`src/pad_params.svh`:
```
`ifndef PAD_PARAMS_SVH
`define PAD_PARAMS_SVH
`define PAD_HS_BASE       32'h5000_0000
`define PAD_HS_END        32'h5020_0000
`define PAD_HS_SLOTS      128
`define PAD_LS_BASE       32'h4000_0000
`define PAD_LS_END        32'h4010_0000
`define PAD_LS_SLOTS      64
`define PAD_SLOT_BITS     14
`define PAD_HS_ETH_SLOT   7'h00
`define PAD_HS_DMA_SLOT   7'h01
`define PAD_HS_RSV_SLOT   7'h02
`define PAD_HS_USB_SLOT   7'h03
`define PAD_HS_FIRST_RSV  7'h04
`define PAD_LS_RTC_SLOT   6'h09
`define PAD_VEC_BASE      32'h0000_0000
`define PAD_VEC_SIZE_BITS 9
`endif

```
`src/pad_pkg.sv`:
```
`default_nettype none
package pad_pkg;
  typedef struct packed {
    logic        valid;
    logic        write;
    logic [31:0] addr;
  } pad_req_t;
  typedef struct packed {
    logic        hs_hit;
    logic        ls_hit;
    logic [6:0]  slot;
    logic        err;
  } pad_sel_t;
  typedef enum logic [1:0] {PAD_VEC_BOOT, PAD_VEC_RAM, PAD_VEC_FLASH} pad_vec_t;
endpackage
`default_nettype wire

```
`src/pad_decoder.sv`:
```
// Functional notes
// - High-speed area is a 2 MB window of 128 independent slots.
// - Low-speed area is a 1 MB window of 64 independent slots.
// - Each slot spans 16 kB; upper bits select, lower bits are offset.
// - Ethernet, DMA, hole and USB at first four high-speed slots.
// - High-speed slots 4 to 127 reserved; area ends at 0x5020_0000.
// - Low-speed slot at 0x4002_4000 reaches the real-time clock.
// - Vector area accesses can be redirected to another memory.
`timescale 1ns/10ps
`default_nettype none
`include "pad_params.svh"
module pad_decoder
  import pad_pkg::*;
#(
  parameter int HS_SLOTS = `PAD_HS_SLOTS,
  parameter int LS_SLOTS = `PAD_LS_SLOTS
)(
  input  wire logic                   clk,
  input  wire logic                   rst,
  input  wire logic                   ce,
  input  wire pad_req_t               req,
  input  wire pad_vec_t               vec_map,
  output logic [HS_SLOTS-1:0]         hs_sel,
  output logic [LS_SLOTS-1:0]         ls_sel,
  output logic                        eth_sel,
  output logic                        general_dma_controller_sel,
  output logic                        usb_sel,
  output logic                        rtc_sel,
  output logic [`PAD_SLOT_BITS-1:0]   offset,
  output logic [31:0]                 vec_addr,
  output pad_vec_t                    vec_target,
  output logic                        vec_hit,
  output logic                        err
);
  if (HS_SLOTS != `PAD_HS_SLOTS || LS_SLOTS != `PAD_LS_SLOTS) begin : g_bad_slots
    $error("Slot counts fixed by window size");
  end

  pad_sel_t sel;
  pad_slot_decode u_dec (
    .addr (req.addr),
    .sel  (sel)
  );

  logic [HS_SLOTS-1:0]       hs_r, hs_nxt;
  logic [LS_SLOTS-1:0]       ls_r, ls_nxt;
  logic [`PAD_SLOT_BITS-1:0] off_r, off_nxt;
  logic [31:0]               va_r, va_nxt;
  pad_vec_t                  vt_r, vt_nxt;
  logic                      vh_r, vh_nxt;
  logic                      err_r, err_nxt;
  logic                      in_vec;

  assign in_vec = (req.addr >> `PAD_VEC_SIZE_BITS) == (`PAD_VEC_BASE >> `PAD_VEC_SIZE_BITS);

  always_comb begin
    hs_nxt  = '0;
    ls_nxt  = '0;
    off_nxt = req.addr[`PAD_SLOT_BITS-1:0];
    va_nxt  = req.addr;
    vt_nxt  = PAD_VEC_BOOT;
    vh_nxt  = 1'b0;
    err_nxt = 1'b0;
    if (req.valid) begin
      if (sel.hs_hit && !sel.err)
        hs_nxt[sel.slot] = 1'b1;
      if (sel.ls_hit)
        ls_nxt[sel.slot[5:0]] = 1'b1;
      err_nxt = sel.err;
      if (in_vec) begin
        vh_nxt = 1'b1;
        vt_nxt = vec_map;
        va_nxt = {{(32-`PAD_VEC_SIZE_BITS){1'b0}}, req.addr[`PAD_VEC_SIZE_BITS-1:0]};
      end
    end
  end

  always_ff @(posedge clk or posedge rst) begin
    if (rst) begin
      hs_r  <= '0;
      ls_r  <= '0;
      off_r <= '0;
      va_r  <= '0;
      vt_r  <= PAD_VEC_BOOT;
      vh_r  <= 1'b0;
      err_r <= 1'b0;
    end else if (ce) begin
      hs_r  <= hs_nxt;
      ls_r  <= ls_nxt;
      off_r <= off_nxt;
      va_r  <= va_nxt;
      vt_r  <= vt_nxt;
      vh_r  <= vh_nxt;
      err_r <= err_nxt;
    end
  end

  assign hs_sel                     = hs_r;
  assign ls_sel                     = ls_r;
  assign eth_sel                    = hs_r[`PAD_HS_ETH_SLOT];
  assign general_dma_controller_sel = hs_r[`PAD_HS_DMA_SLOT];
  assign usb_sel                    = hs_r[`PAD_HS_USB_SLOT];
  assign rtc_sel                    = ls_r[`PAD_LS_RTC_SLOT];
  assign offset                     = off_r;
  assign vec_addr                   = va_r;
  assign vec_target                 = vt_r;
  assign vec_hit                    = vh_r;
  assign err                        = err_r;

  property p_onehot_hs;
    @(posedge clk) disable iff (rst) $onehot0(hs_sel);
  endproperty
  a_onehot_hs: assert property (p_onehot_hs) else $error("Two high-speed slots");

  property p_onehot_ls;
    @(posedge clk) disable iff (rst) $onehot0(ls_sel);
  endproperty
  a_onehot_ls: assert property (p_onehot_ls) else $error("Two low-speed slots");

  property p_offset;
    @(posedge clk) disable iff (rst) ce && req.valid |=> offset == $past(req.addr[13:0]);
  endproperty
  a_offset: assert property (p_offset) else $error("Offset wrong");

  property p_dma;
    @(posedge clk) disable iff (rst)
      ce && req.valid && req.addr[31:14] == 18'h1_4001 |=> general_dma_controller_sel;
  endproperty
  a_dma: assert property (p_dma) else $error("DMA not selected");

  property p_hole;
    @(posedge clk) disable iff (rst)
      ce && req.valid && req.addr[31:14] == 18'h1_4002 |=> err && hs_sel == '0;
  endproperty
  a_hole: assert property (p_hole) else $error("Hole selected");

  property p_rsv;
    @(posedge clk) disable iff (rst)
      ce && req.valid && req.addr >= 32'h5001_0000 && req.addr < 32'h5020_0000 |=> err;
  endproperty
  a_rsv: assert property (p_rsv) else $error("Reserved slot without error");

  property p_rtc;
    @(posedge clk) disable iff (rst)
      ce && req.valid && req.addr[31:14] == 18'h1_0009 |=> rtc_sel && !err;
  endproperty
  a_rtc: assert property (p_rtc) else $error("Clock slot missed");

  property p_vec;
    @(posedge clk) disable iff (rst)
      ce && req.valid && req.addr < 32'h0000_0200 |=> vec_hit && vec_target == $past(vec_map);
  endproperty
  a_vec: assert property (p_vec) else $error("Vector remap wrong");

  property p_err_nosel;
    @(posedge clk) disable iff (rst) err |-> hs_sel == '0 && ls_sel == '0;
  endproperty
  a_err_nosel: assert property (p_err_nosel) else $error("Error with selection");

  // Slot, window, idle, hold and vector checks
  property p_hs_slot;
    @(posedge clk) disable iff (rst)
      ce && req.valid && req.addr[31:21] == 11'h280 &&
      (req.addr[20:14] < 7'h02 || req.addr[20:14] == 7'h03) |=>
      hs_sel == (128'h1 << $past(req.addr[20:14])) && !err;
  endproperty
  a_hs_slot: assert property (p_hs_slot) else $error("High-speed slot wrong");

  property p_eth;
    @(posedge clk) disable iff (rst)
      ce && req.valid && req.addr[31:14] == 18'h1_4000 |=>
      eth_sel && !err;
  endproperty
  a_eth: assert property (p_eth) else $error("Ethernet not selected");

  property p_usb;
    @(posedge clk) disable iff (rst)
      ce && req.valid && req.addr[31:14] == 18'h1_4003 |=>
      usb_sel && !err;
  endproperty
  a_usb: assert property (p_usb) else $error("USB not selected");

  property p_ls_slot;
    @(posedge clk) disable iff (rst)
      ce && req.valid && req.addr[31:20] == 12'h400 |=>
      ls_sel == (64'h1 << $past(req.addr[19:14])) && !err;
  endproperty
  a_ls_slot: assert property (p_ls_slot) else $error("Low-speed slot wrong");

  property p_outside;
    @(posedge clk) disable iff (rst)
      ce && req.valid && !(req.addr >= `PAD_HS_BASE && req.addr < `PAD_HS_END) &&
      !(req.addr >= `PAD_LS_BASE && req.addr < `PAD_LS_END) |=>
      hs_sel == '0 && ls_sel == '0 && !err;
  endproperty
  a_outside: assert property (p_outside) else $error("Selection outside areas");

  property p_idle;
    @(posedge clk) disable iff (rst)
      ce && !req.valid |=>
      hs_sel == '0 && ls_sel == '0 && !err && !vec_hit;
  endproperty
  a_idle: assert property (p_idle) else $error("Selection without access");

  property p_freeze;
    @(posedge clk) disable iff (rst)
      !ce |=>
      $stable(hs_sel) && $stable(ls_sel) && $stable(offset) && $stable(vec_addr) &&
      $stable(vec_target) && $stable(vec_hit) && $stable(err);
  endproperty
  a_freeze: assert property (p_freeze) else $error("Outputs moved while disabled");

  property p_vec_addr;
    @(posedge clk) disable iff (rst)
      ce && req.valid && req.addr < 32'h0000_0200 |=>
      vec_addr == {23'h0, $past(req.addr[8:0])};
  endproperty
  a_vec_addr: assert property (p_vec_addr) else $error("Vector offset wrong");

  property p_no_vec;
    @(posedge clk) disable iff (rst)
      ce && req.valid && req.addr >= 32'h0000_0200 |=>
      !vec_hit && vec_addr == $past(req.addr);
  endproperty
  a_no_vec: assert property (p_no_vec) else $error("Remap outside vector area");
endmodule // pad_decoder
`default_nettype wire

```
`src/pad_slot_decode.sv`:
```
`timescale 1ns/10ps
`default_nettype none
`include "pad_params.svh"
module pad_slot_decode
  import pad_pkg::*;
(
  input  wire logic [31:0] addr,
  output pad_sel_t         sel
);
  always_comb begin
    sel = '0;
    if (addr >= `PAD_HS_BASE && addr < `PAD_HS_END) begin
      sel.hs_hit = 1'b1;
      sel.slot   = addr[20:14];
      sel.err    = (addr[20:14] == `PAD_HS_RSV_SLOT) ||
                   (addr[20:14] >= `PAD_HS_FIRST_RSV);
    end else if (addr >= `PAD_LS_BASE && addr < `PAD_LS_END) begin
      sel.ls_hit = 1'b1;
      sel.slot   = {1'b0, addr[19:14]};
    end
  end
endmodule // pad_slot_decode
`default_nettype wire

```
`config.mk`:
```
export PLATFORM = sky130hd
export DESIGN_NAME = pad_decoder
export DESIGN_NICKNAME = d
export VERILOG_FILES = /design/src/pad_pkg.sv /design/src/pad_decoder.sv /design/src/pad_slot_decode.sv
export VERILOG_INCLUDE_DIRS = /design/src
export SDC_FILE = /design/constraint.sdc
export NUM_CORES = 1
export LEC_CHECK = 0
export BUFFER_PORTS_ARGS = -buffer_cell sky130_fd_sc_hd__buf_2
export CORE_ASPECT_RATIO = 1.25
export CORE_MARGIN = 1.5
export CORE_UTILIZATION = 46
export DETAILED_ROUTE_END_ITERATION = 10
export GPL_ROUTABILITY_DRIVEN = 0
export GPL_TIMING_DRIVEN = 0
export MAX_ROUTING_LAYER = met4
export PLACE_DENSITY_LB_ADDON = 0.15
export SETUP_SLACK_MARGIN = 0.2
export SYNTH_ARGS = -nofsm -noshare
export SYNTH_HDL_FRONTEND = slang
export SYNTH_SLANG_ARGS = --single-unit
```
`constraint.sdc`:
```
create_clock -name clk -period 10.4 [get_ports clk]
set_input_delay 2.08 -clock clk [delete_from_list [all_inputs] [get_ports clk]]
set_output_delay 2.08 -clock clk [all_outputs]
set_load 0.01 [all_outputs]
```
==> impl_metrics.ini, run 1 <==
[synth]
synth_enable_flop_cells = 0
cells_after_synthesis = 593
syn_nets = 632
synthFlopType = sky130_fd_sc_hd__dfrtp_1
synth.yosys.seq_area_share_pct = 70.0
synth-warning-count = 0
synthDistinctLibCells = 38
post_synthesis_sequential_element_count = 233
async_flop_share_pct = 100
synth_area_mm2 = 0.00833
avgSynthCellArea_um2 = 14.0

[grt]
grt_antenna_before_repair = 0
grt_pass1_wl_um = 32200
first_global_vias = 5966
grt_overflow = 0
grt_start_max_net_pins = 123
total_routing_resource_utilization_after_global_routing_pct = 22.3

[sta]
finalCritPeriodShare_pct = 35.3
totalNegativeSetupSlack_ps = 0
fmax_mhz = 273
timing_hold_violations_final = 0
skew_ps = 0
slew_at_the_pin_closest_to_its_max_slew_limit_ps = 772
slew_viol_final = 0
rsz0062_at_grt = no
slew-limit-headroom_pct = 48.5
timing.final.setup_violations = 0
finalCriticalPeriod_ps = 3670

[routing]
firstDrtPassIters = 4
total_via_count_after_detailed_routing = 5774
wire_per_inst_um = 18.1
totalWireLength_um = 20600
ant_nets = 0
drt_iter0_markers = 311
final_routed_drc_violation_total = 0
vias_per_cell = 5.06

[clock_network]
numClockSinks = 233
clk_pin_slew_worst_paths_ps = 60
cts_hold_repair.buffers = 0
cts_root_buf = sky130_fd_sc_hd__clkbuf_16
h_tree_lvl_count = 1
tritoncts = yes
clock_latency_ps = 510
clock_path_buffers = 3
cts_post_setup_buffers_inserted = 0
post_cts_resized = 0
tritoncts.num_buffers = 23

[floorplan]
rows = 54
boundaryPins = 285
floorplan.die.width_um = 123
effective_utilization_at_floorplan_pct = 47.4
die_height_um = 153
area_enclosed_by_the_die_boundary_mm2 = 0.0189
floorplan.core_area_mm2 = 0.0176

[finish]
areaGrowthSynthToFinish_pct = 29.9
layout.filler_cells = 1451
layout_cell_share_with_drive_strength_beyond_1_pct = 41.5
multi_input_area_mm2 = 0.00220
design.final.nets = 939
seq_area_mm2 = 0.00583
num_antenna_cells = 0
postLayoutCoreUtil_pct = 61.6

[critical_path]
worst-r2r-setup-slack_ps = 9630
setup.worst_path.start_class = primary input
worst-r2r-cell-count = 1
crit_start = req[31]
cp_data_required_time_ps = 10810
setup.worst_path.class = primary input to flip-flop
regToRegEndpoint = offset[3]
worstSetupEndpointType = flip-flop
r2r_start = offset[3]
critical_path.max_fanout = 8
worst-endpoint-arrival_ps = 4080
critical_path_destination = ls_sel[50]

[place]
buffer_ports.inserted = 281
dp_hpwl_um = 14800

[job]
maxCapViolations = 0

[min_path]
holdCritPathClass = flip-flop to flip-flop

[run_status]
status = completed

[power_and_ir_drop]
vdd_ir_drop_max_v = 0.000126
power_leakage_nw = 5.80
finalPower_w = 0.00186
p_per_area_mw_per_mm2 = 172
[cells by family (layout without fill, tap and decap cells)]
group	count (synthesis)	count (layout)	synth area share (%)
multiplexers	27	27	3.65
buffers and inverters	60	384	3.49
AO/OA/AOI/OAI	83	83	8.88
flip-flops	233	233	70.0
AND/OR/NAND/NOR	190	190	13.9
[cell type report]
cell class	instances	area share, %
clock buffers	30	6.03
well taps	224	2.59
multi-input cells	300	20.4
plain buffers	47	2.23
clock inverters	12	1.05
flip-flops and latches	233	53.9
repair buffers	282	13.3
inverters	13	0.521
[critical path, stage by stage]
cell and delay, ps:
sky130_fd_sc_hd__buf_2 140, sky130_fd_sc_hd__or4b_2 770, sky130_fd_sc_hd__nor4_2 350, sky130_fd_sc_hd__nand3b_1 430, sky130_fd_sc_hd__o2bb2ai_1 300
[registers in the layout (all words and copies together) (netlist names)]
register    flops
hs_sel        128
ls_sel         64
vec_addr       23
offset         14
vec_target      2
err             1
vec_hit         1
[cells in the mapped netlist (all sizes together), types with 2 or more instances]
| library cell | count | area, µm² |
|---|---|---|
| nand2b | 5 | 31.3 |
| dfrtp | 233 | 5830 |
| nor4b | 2 | 17.5 |
| nor2 | 2 | 7.51 |
| inv | 13 | 48.8 |
| nor2b | 125 | 782 |
| nand4 | 2 | 12.5 |
| a22o | 2 | 17.5 |
| nor3 | 9 | 45.0 |
| or4b | 2 | 20.0 |
| nor4 | 4 | 46.3 |
| buf | 19 | 136 |
| and3 | 2 | 12.5 |
| mux2 | 27 | 304 |
| o21ai | 10 | 50.1 |
| o2bb2ai | 68 | 646 |
| or2 | 2 | 12.5 |
| clkbuf | 28 | 105 |
| or4 | 3 | 26.3 |
| nand3 | 4 | 20.0 |
| nand2 | 23 | 86.3 |
[per-stage QoR]
stage                     hold WS [ps]  setup slack (ps)  std cells  area, µm²
final                              479              6730       1141      10800
after global routing               499              6620       1141      10800
after CTS                          485              6740       1141      10800
after detailed placement           464              6230       1099      10000
after global placement             457               180       1098      10000
after floorplan                    521              1930        593       8330
[worst min path at each step]
stage / cells after the start / start / endpoint
2_1_floorplan: 1 / ls_sel[0] / ls_sel[0]
3_3_place_gp: 1 / vec_hit / vec_hit
3_5_place_dp: 1 / vec_hit / vec_hit
4_1_cts: 1 / ls_sel[17] / ls_sel[17]
5_1_grt: 1 / ls_sel[49] / ls_sel[49]
6_report: 1 / ls_sel[17] / ls_sel[17]
[power breakdown]
group	total (W)	switching, W	internal (W)	leakage, nW
registers	0.000928	0.00000781	0.000920	3.18
clock network	0.000829	0.000337	0.000492	0.390
logic	0.000105	0.0000676	0.0000372	2.23
total	0.00186	0.000413	0.00145	5.80
[layer usage]
metal	vias up	share of wire, %	track usage [%]
li1	2612	-	-
met3	32	7.5	4.89
met1	2876	42	28.3
met2	254	48	35.8
met5	-	0	-
met4	0	2.1	7.06
[cell usage in the layout, fill, tap and decap left out, drive strengths merged, types with 3 or more instances in the layout]
| cell | count |
|---|---|
| nor4 | 4 |
| nand3 | 4 |
| mux2 | 27 |
| clkinv | 9 |
| dfrtp | 233 |
| buf | 301 |
| clkbuf | 58 |
| nand2b | 5 |
| o2bb2ai | 68 |
| nor2b | 125 |
| or4 | 3 |
| inv | 14 |
| nand2 | 23 |
| o21ai | 10 |
| nor3 | 9 |
Note: power is estimated with default switching activity, not from simulation.
==> run 2: changes to the inputs <==
ABC_AREA = 1   (was default)
clock period = 3.2 ns   (was 10.4 ns; I/O delays follow)
==> impl_metrics.ini, run 2 <==
[grt]
grt_overflow = 0
total_routing_resource_utilization_after_global_routing_pct = 22.6
grt_start_max_net_pins = 44
grt_pass1_wl_um = 34700
first_global_vias = 6593
grt_antenna_before_repair = 0

[power_and_ir_drop]
vdd_ir_drop_max_v = 0.000507
power_leakage_nw = 6.46
p_per_area_mw_per_mm2 = 565

[place]
dp_hpwl_um = 15800
buffer_ports.inserted = 281
place_area_mm2 = 0.0106

[synth]
synth.yosys.seq_area_share_pct = 66.1
synth-compound-area-share_pct = 3.54
async_flop_share_pct = 100
synth_area_in_xor_xnor_pct = 0
avgSynthCellArea_um2 = 9.65
synth_top_cell_by_area = sky130_fd_sc_hd__dfrtp_1
synthSimpleGateAreaFrac_pct = 21.1
post_synthesis_sequential_element_count = 233
synth_top_family_by_area = simple AND/OR/NAND/NOR gates
cells_after_synthesis = 915
syn_nets = 954
synth_area_mm2 = 0.00883
synthDistinctLibCells = 34
synthAdderAreaFrac_pct = 0
synthFlopType = sky130_fd_sc_hd__dfrtp_1
synth-warning-count = 0
netlist_top_cells_count = sky130_fd_sc_hd__dfrtp_1 (233), sky130_fd_sc_hd__nand2_1 (233), sky130_fd_sc_hd__inv_1 (149)
synthMuxAreaShare_pct = 0
synth_enable_flop_cells = 0
ys_top_cells_by_area = sky130_fd_sc_hd__dfrtp_1 (66%), sky130_fd_sc_hd__nand2_1 (9.9%), sky130_fd_sc_hd__inv_1 (6.3%), sky130_fd_sc_hd__nor2_1 (6.3%), sky130_fd_sc_hd__o21ai_0 (2.0%)
synth_top_cell_area_share_pct = 66.1

[critical_path]
critPathMostFrequentCell = sky130_fd_sc_hd__clkbuf_1
cp_data_required_time_ps = 3570
setup.worst_path.class = primary input to flip-flop
max_stage_delay_ps = 540
worst-r2r-setup-slack_ps = 2430
gate_family_responsible_for_the_most_delay_along_the_worst_path = buffers and inverters
critical_path.max_fanout = 10
worstSetupEndpointType = flip-flop
critical_path.cell_chain = buf_2, clkbuf_1, clkbuf_1, clkbuf_1, nor2_1
setup.worst_path.start_class = primary input
cp_bufs_invs = 4
worst-endpoint-arrival_ps = 2290
crit_slowest_cell = sky130_fd_sc_hd__clkbuf_1

[finish]
finish.instance_area_mm2 = 0.0116
layout_cell_share_with_drive_strength_beyond_1_pct = 30.4
layout_common_cells = sky130_fd_sc_hd__buf_2 (282), sky130_fd_sc_hd__nand2_1 (233), sky130_fd_sc_hd__dfrtp_1 (233)
areaGrowthSynthToFinish_pct = 31.0
layout.cells.most_common = sky130_fd_sc_hd__buf_2
largest_register_ff_count = 128
design.final.nets = 1267
num_antenna_cells = 0

[sta]
timing.final.setup_violations = 0
finalCriticalPeriod_ps = 1930
fmax_mhz = 519
finalCritPeriodShare_pct = 60.2
skew_ps = 0
worst_hold_slack_ps = 173
slew-limit-headroom_pct = 45.0
timing_hold_violations_final = 0
slew_viol_final = 0
slew_at_the_pin_closest_to_its_max_slew_limit_ps = 819
rsz0062_at_grt = no

[clock_network]
clock_path_buffers = 3
cts_root_buf = sky130_fd_sc_hd__clkbuf_16
cts_post_setup_buffers_inserted = 0
clk_pin_slew_worst_paths_ps = 60
clock_latency_ps = 500
post_cts_resized = 0
numClockSinks = 233
h_tree_lvl_count = 1
tritoncts = yes
tritoncts.num_buffers = 24
cts_hold_repair.buffers = 0

[routing]
totalWireLength_um = 21800
met3WireLength_um = 1340
drt-met1-wl_um = 9010
vias_per_cell = 4.61
highest_layer = met4
ant_nets = 0
firstDrtPassIters = 4
total_via_count_after_detailed_routing = 6812
wire_per_inst_um = 14.7
final_routed_drc_violation_total = 0
drt_iter0_markers = 294
dr_wl_met2_um = 10800

[floorplan]
die_height_um = 158
rows = 56
effective_utilization_at_floorplan_pct = 47.0
floorplan.core_area_mm2 = 0.0188
boundaryPins = 285
area_enclosed_by_the_die_boundary_mm2 = 0.0200
floorplan.die.width_um = 127

[job]
maxCapViolations = 0

[min_path]
holdCritPathClass = primary input to async pin

[run_status]
status = completed
[run 2: cell types whose count changed after synthesis, sizes merged, moves of 4 or more]
| cell | before | now |
|---|---|---|
| nand2 | 23 | 239 |
| nor2 | 2 | 158 |
| inv | 13 | 152 |
| nor2b | 125 | 0 |
| o2bb2ai | 68 | 0 |
| o21ai | 10 | 41 |
| mux2 | 27 | 0 |
| nand4 | 2 | 14 |
| o21bai | 0 | 6 |
| nand2b | 5 | 0 |
| nand3 | 4 | 9 |
| nor3 | 9 | 5 |
[run 2: area by class of cell]
| class | instances | area (µm²) |
|---|---|---|
| fill | 1670 | 7210 |
| clock inverter | 13 | 219 |
| multi-input combinational | 483 | 2180 |
| timing repair buffer | 287 | 1530 |
| inverter | 152 | 577 |
| buffer | 47 | 246 |
| tap | 232 | 290 |
| sequential | 233 | 5830 |
| clock buffer | 31 | 698 |
[run 2: cell families (layout without fill, tap and decap cells)]
family | after synthesis | in the layout
buf+inv | 199 | 530
compound gates | 54 | 54
flops | 233 | 233
simple gates | 429 | 429
[run 2: report_power, final]
group          switching [W]  total [W]  leakage, nW  internal [W]
clock network        0.00113    0.00316        0.458       0.00202
registers          0.0000242    0.00301         3.19       0.00299
logic               0.000250   0.000370         2.81      0.000120
[run 2: per-stage QoR]
stage,total power (W),util [%],setup slack (ps),TNS [ps],std cells
after floorplan,0.00328,-,-490,-114150,915
after global placement,0.00342,56.1,-1910,-440030,1428
after detailed placement,0.00344,56.7,691,0,1434
after CTS,0.00662,61.6,1220,0,1478
after global routing,0.00678,61.6,1110,0,1478
final,0.00654,61.6,1270,0,1478
[run 2: per-layer routing]
metal | vias up | global-route usage (%)
met4 | 0 | 7.36
li1 | 3330 | -
met1 | 3224 | 28.1
met3 | 37 | 4.53
met2 | 221 | 37.4
met5 | - | -
[run 2: worst register-to-register path, delay by kind of cell, from the launching register on]
| kind | cells | cell delay (ps) |
|---|---|---|
| and+or+nand+nor | 1 | 30 |
| AOI/OAI and AO/OA | 1 | 170 |
| buffers and inverters | 1 | 60 |
| DFF | 1 | 390 |
[run 2: final timing paths]
kind | from | end | depth (start not counted)
worst min register to register | vec_addr[27] | vec_addr[27] | 2
worst min-delay path | rst | hs_sel[36] | 2
min in group clk | req[0] | offset[0] | 3
worst max-delay path | ce | hs_sel[88] | 5
max in group asynchronous | rst | hs_sel[111] | 5
worst max register to register | ls_sel[11] | ls_sel[11] | 3
==> run 3: changes to the inputs <==
clock period = 1.7 ns   (was 3.2 ns; I/O delays follow)
==> impl_metrics.ini, run 3 (synthesis gave the netlist of run 2 again) <==
[run_status]
status = completed

[grt]
grt_overflow = 0
total_routing_resource_utilization_after_global_routing_pct = 22.8
grt_antenna_before_repair = 1
grt_pass1_wl_um = 35100
grt_start_max_net_pins = 44
first_global_vias = 6698

[routing]
total_via_count_after_detailed_routing = 6889
vias_per_cell = 4.61
wire_per_inst_um = 14.8
totalWireLength_um = 22100
ant_nets = 0
firstDrtPassIters = 4
final_routed_drc_violation_total = 0
drt_iter0_markers = 299

[clock_network]
h_tree_lvl_count = 1
cts_root_buf = sky130_fd_sc_hd__clkbuf_16
clock_path_buffers = 3
clk_pin_slew_worst_paths_ps = 60
tritoncts.num_buffers = 24
numClockSinks = 233
tritoncts = yes
clock_latency_ps = 500

[place]
buffer_ports.inserted = 281
place_area_mm2 = 0.0106
dp_hpwl_um = 15800
dp_cells = 1434

[finish]
layout_cell_share_with_drive_strength_beyond_1_pct = 31.4
postLayoutCoreUtil_pct = 63.2
multi_input_area_mm2 = 0.00220
design.final.nets = 1282
areaGrowthSynthToFinish_pct = 34.4
finalNonFillerCells = 1494
seq_area_mm2 = 0.00583
layout.cells.most_common = sky130_fd_sc_hd__buf_2
layout.filler_cells = 1639
layout_common_cells = sky130_fd_sc_hd__buf_2 (269), sky130_fd_sc_hd__nand2_1 (233), sky130_fd_sc_hd__dfrtp_1 (233)
finish.instance_area_mm2 = 0.0119
largest_register_ff_count = 128

[critical_path]
setup.worst_path.start_class = flip-flop
critical_path.max_fanout = 3
regToRegEndpoint = hs_sel[1]
critical_path.cell_chain = buf_6, buf_6
worst-endpoint-arrival_ps = 1150
r2r_start = hs_sel[1]
crit_slowest_cell = sky130_fd_sc_hd__dfrtp_1
worst-r2r-cell-count = 4
max_stage_delay_ps = 410
critPathMostFrequentCell = sky130_fd_sc_hd__buf_6
cp_data_required_time_ps = 1360
worst-r2r-setup-slack_ps = 780
setup.worst_path.class = flip-flop to output pin
worstSetupEndpointType = output pin

[sta]
finalCritPeriodShare_pct = 87.7
skew_ps = 0
slew_viol_final = 0
fmax_mhz = 670
slew-limit-headroom_pct = 41.7
timing.final.setup_violations = 0
rsz0062_at_grt = yes
timing_hold_violations_final = 0
slew_at_the_pin_closest_to_its_max_slew_limit_ps = 872
finalCriticalPeriod_ps = 1490

[floorplan]
floorplan.die.width_um = 127
rows = 56
die_height_um = 158
effective_utilization_at_floorplan_pct = 47.0
area_enclosed_by_the_die_boundary_mm2 = 0.0200
floorplan.core_area_mm2 = 0.0188
boundaryPins = 285

[power_and_ir_drop]
vdd_ir_drop_max_v = 0.000956
p_per_area_mw_per_mm2 = 1040
power_leakage_nw = 6.58
finalPower_w = 0.0124

[min_path]
worstHoldStart = req[0]
holdCritPathClass = primary input to flip-flop
min_path_cells = 3
whs_endpoint = offset[0]

[job]
maxCapViolations = 0
## run 3: cell types whose count changed in the layout (fill, tap and decap cells not counted), sizes merged
cell / delta
buf: +13
diode: +1
dlygate4sd3: +2
## run 3: layer usage
layer	track usage [%]	share of wire, %	vias up
met5	-	0	-
met4	8.28	3.2	0
met3	4.70	6.0	47
met2	37.5	50	213
met1	28.2	41	3264
li1	-	-	3365
## run 3: cell type report
type | instances | share of cell area (%)
flip-flops and latches | 233 | 49.2
multi-input cells | 483 | 18.5
repair buffers | 302 | 14.8
clock buffers | 31 | 5.89
inverters | 152 | 4.86
plain buffers | 47 | 2.51
well taps | 232 | 2.45
clock inverters | 13 | 1.85
diodes | 1 | 0.0211
## run 3: power by group
part | switching (W) | total [W] | internal (W) | leakage [nW]
clock | 0.00213 | 0.00594 | 0.00381 | 0.458
sequential | 0.0000506 | 0.00567 | 0.00562 | 3.19
combinational | 0.000487 | 0.000764 | 0.000277 | 2.93
total | 0.00267 | 0.0124 | 0.00971 | 6.58
## run 3: through the flow
| step | setup TNS, ps | worst slack [ps] | hold slack, ps |
|---|---|---|---|
| global route | 0 | 167 | 27.5 |
| detailed placement | -45660 | -509 | 409 |
| finish | 0 | 208 | 39.5 |
| global placement | -764340 | -3110 | 449 |
| CTS | 0 | 180 | 19.0 |
| floorplan | -393750 | -1690 | 457 |
## run 3: worst max-delay path, delay by kind of cell (launching register included)
kind	cells	cell delay, ps
buf+inv	2	240
flops	1	410
## run 3: worst max path at each step
stage	slack [ps]	startpoint	endpoint
6_report	210	offset[1]	vec_addr[1]
5_1_grt	170	ls_sel[9]	ls_sel[9]
4_1_cts	180	offset[1]	vec_addr[1]
3_5_place_dp	-510	ce	hs_sel[61]
3_3_place_gp	-3110	rst	hs_sel[70]
2_1_floorplan	-1690	rst	err
## run 3: repair_timing
| action | in CTS | in global routing |
|---|---|---|
| hold endpoints to repair | 19 | 0 |
| resized for setup | 22 | 11 |
| endpoints found under the setup margin | 83 | 104 |
| hold buffers | 2 | 0 |
| buffers inserted | 4 | 9 |
| pin swaps | 0 | 4 |
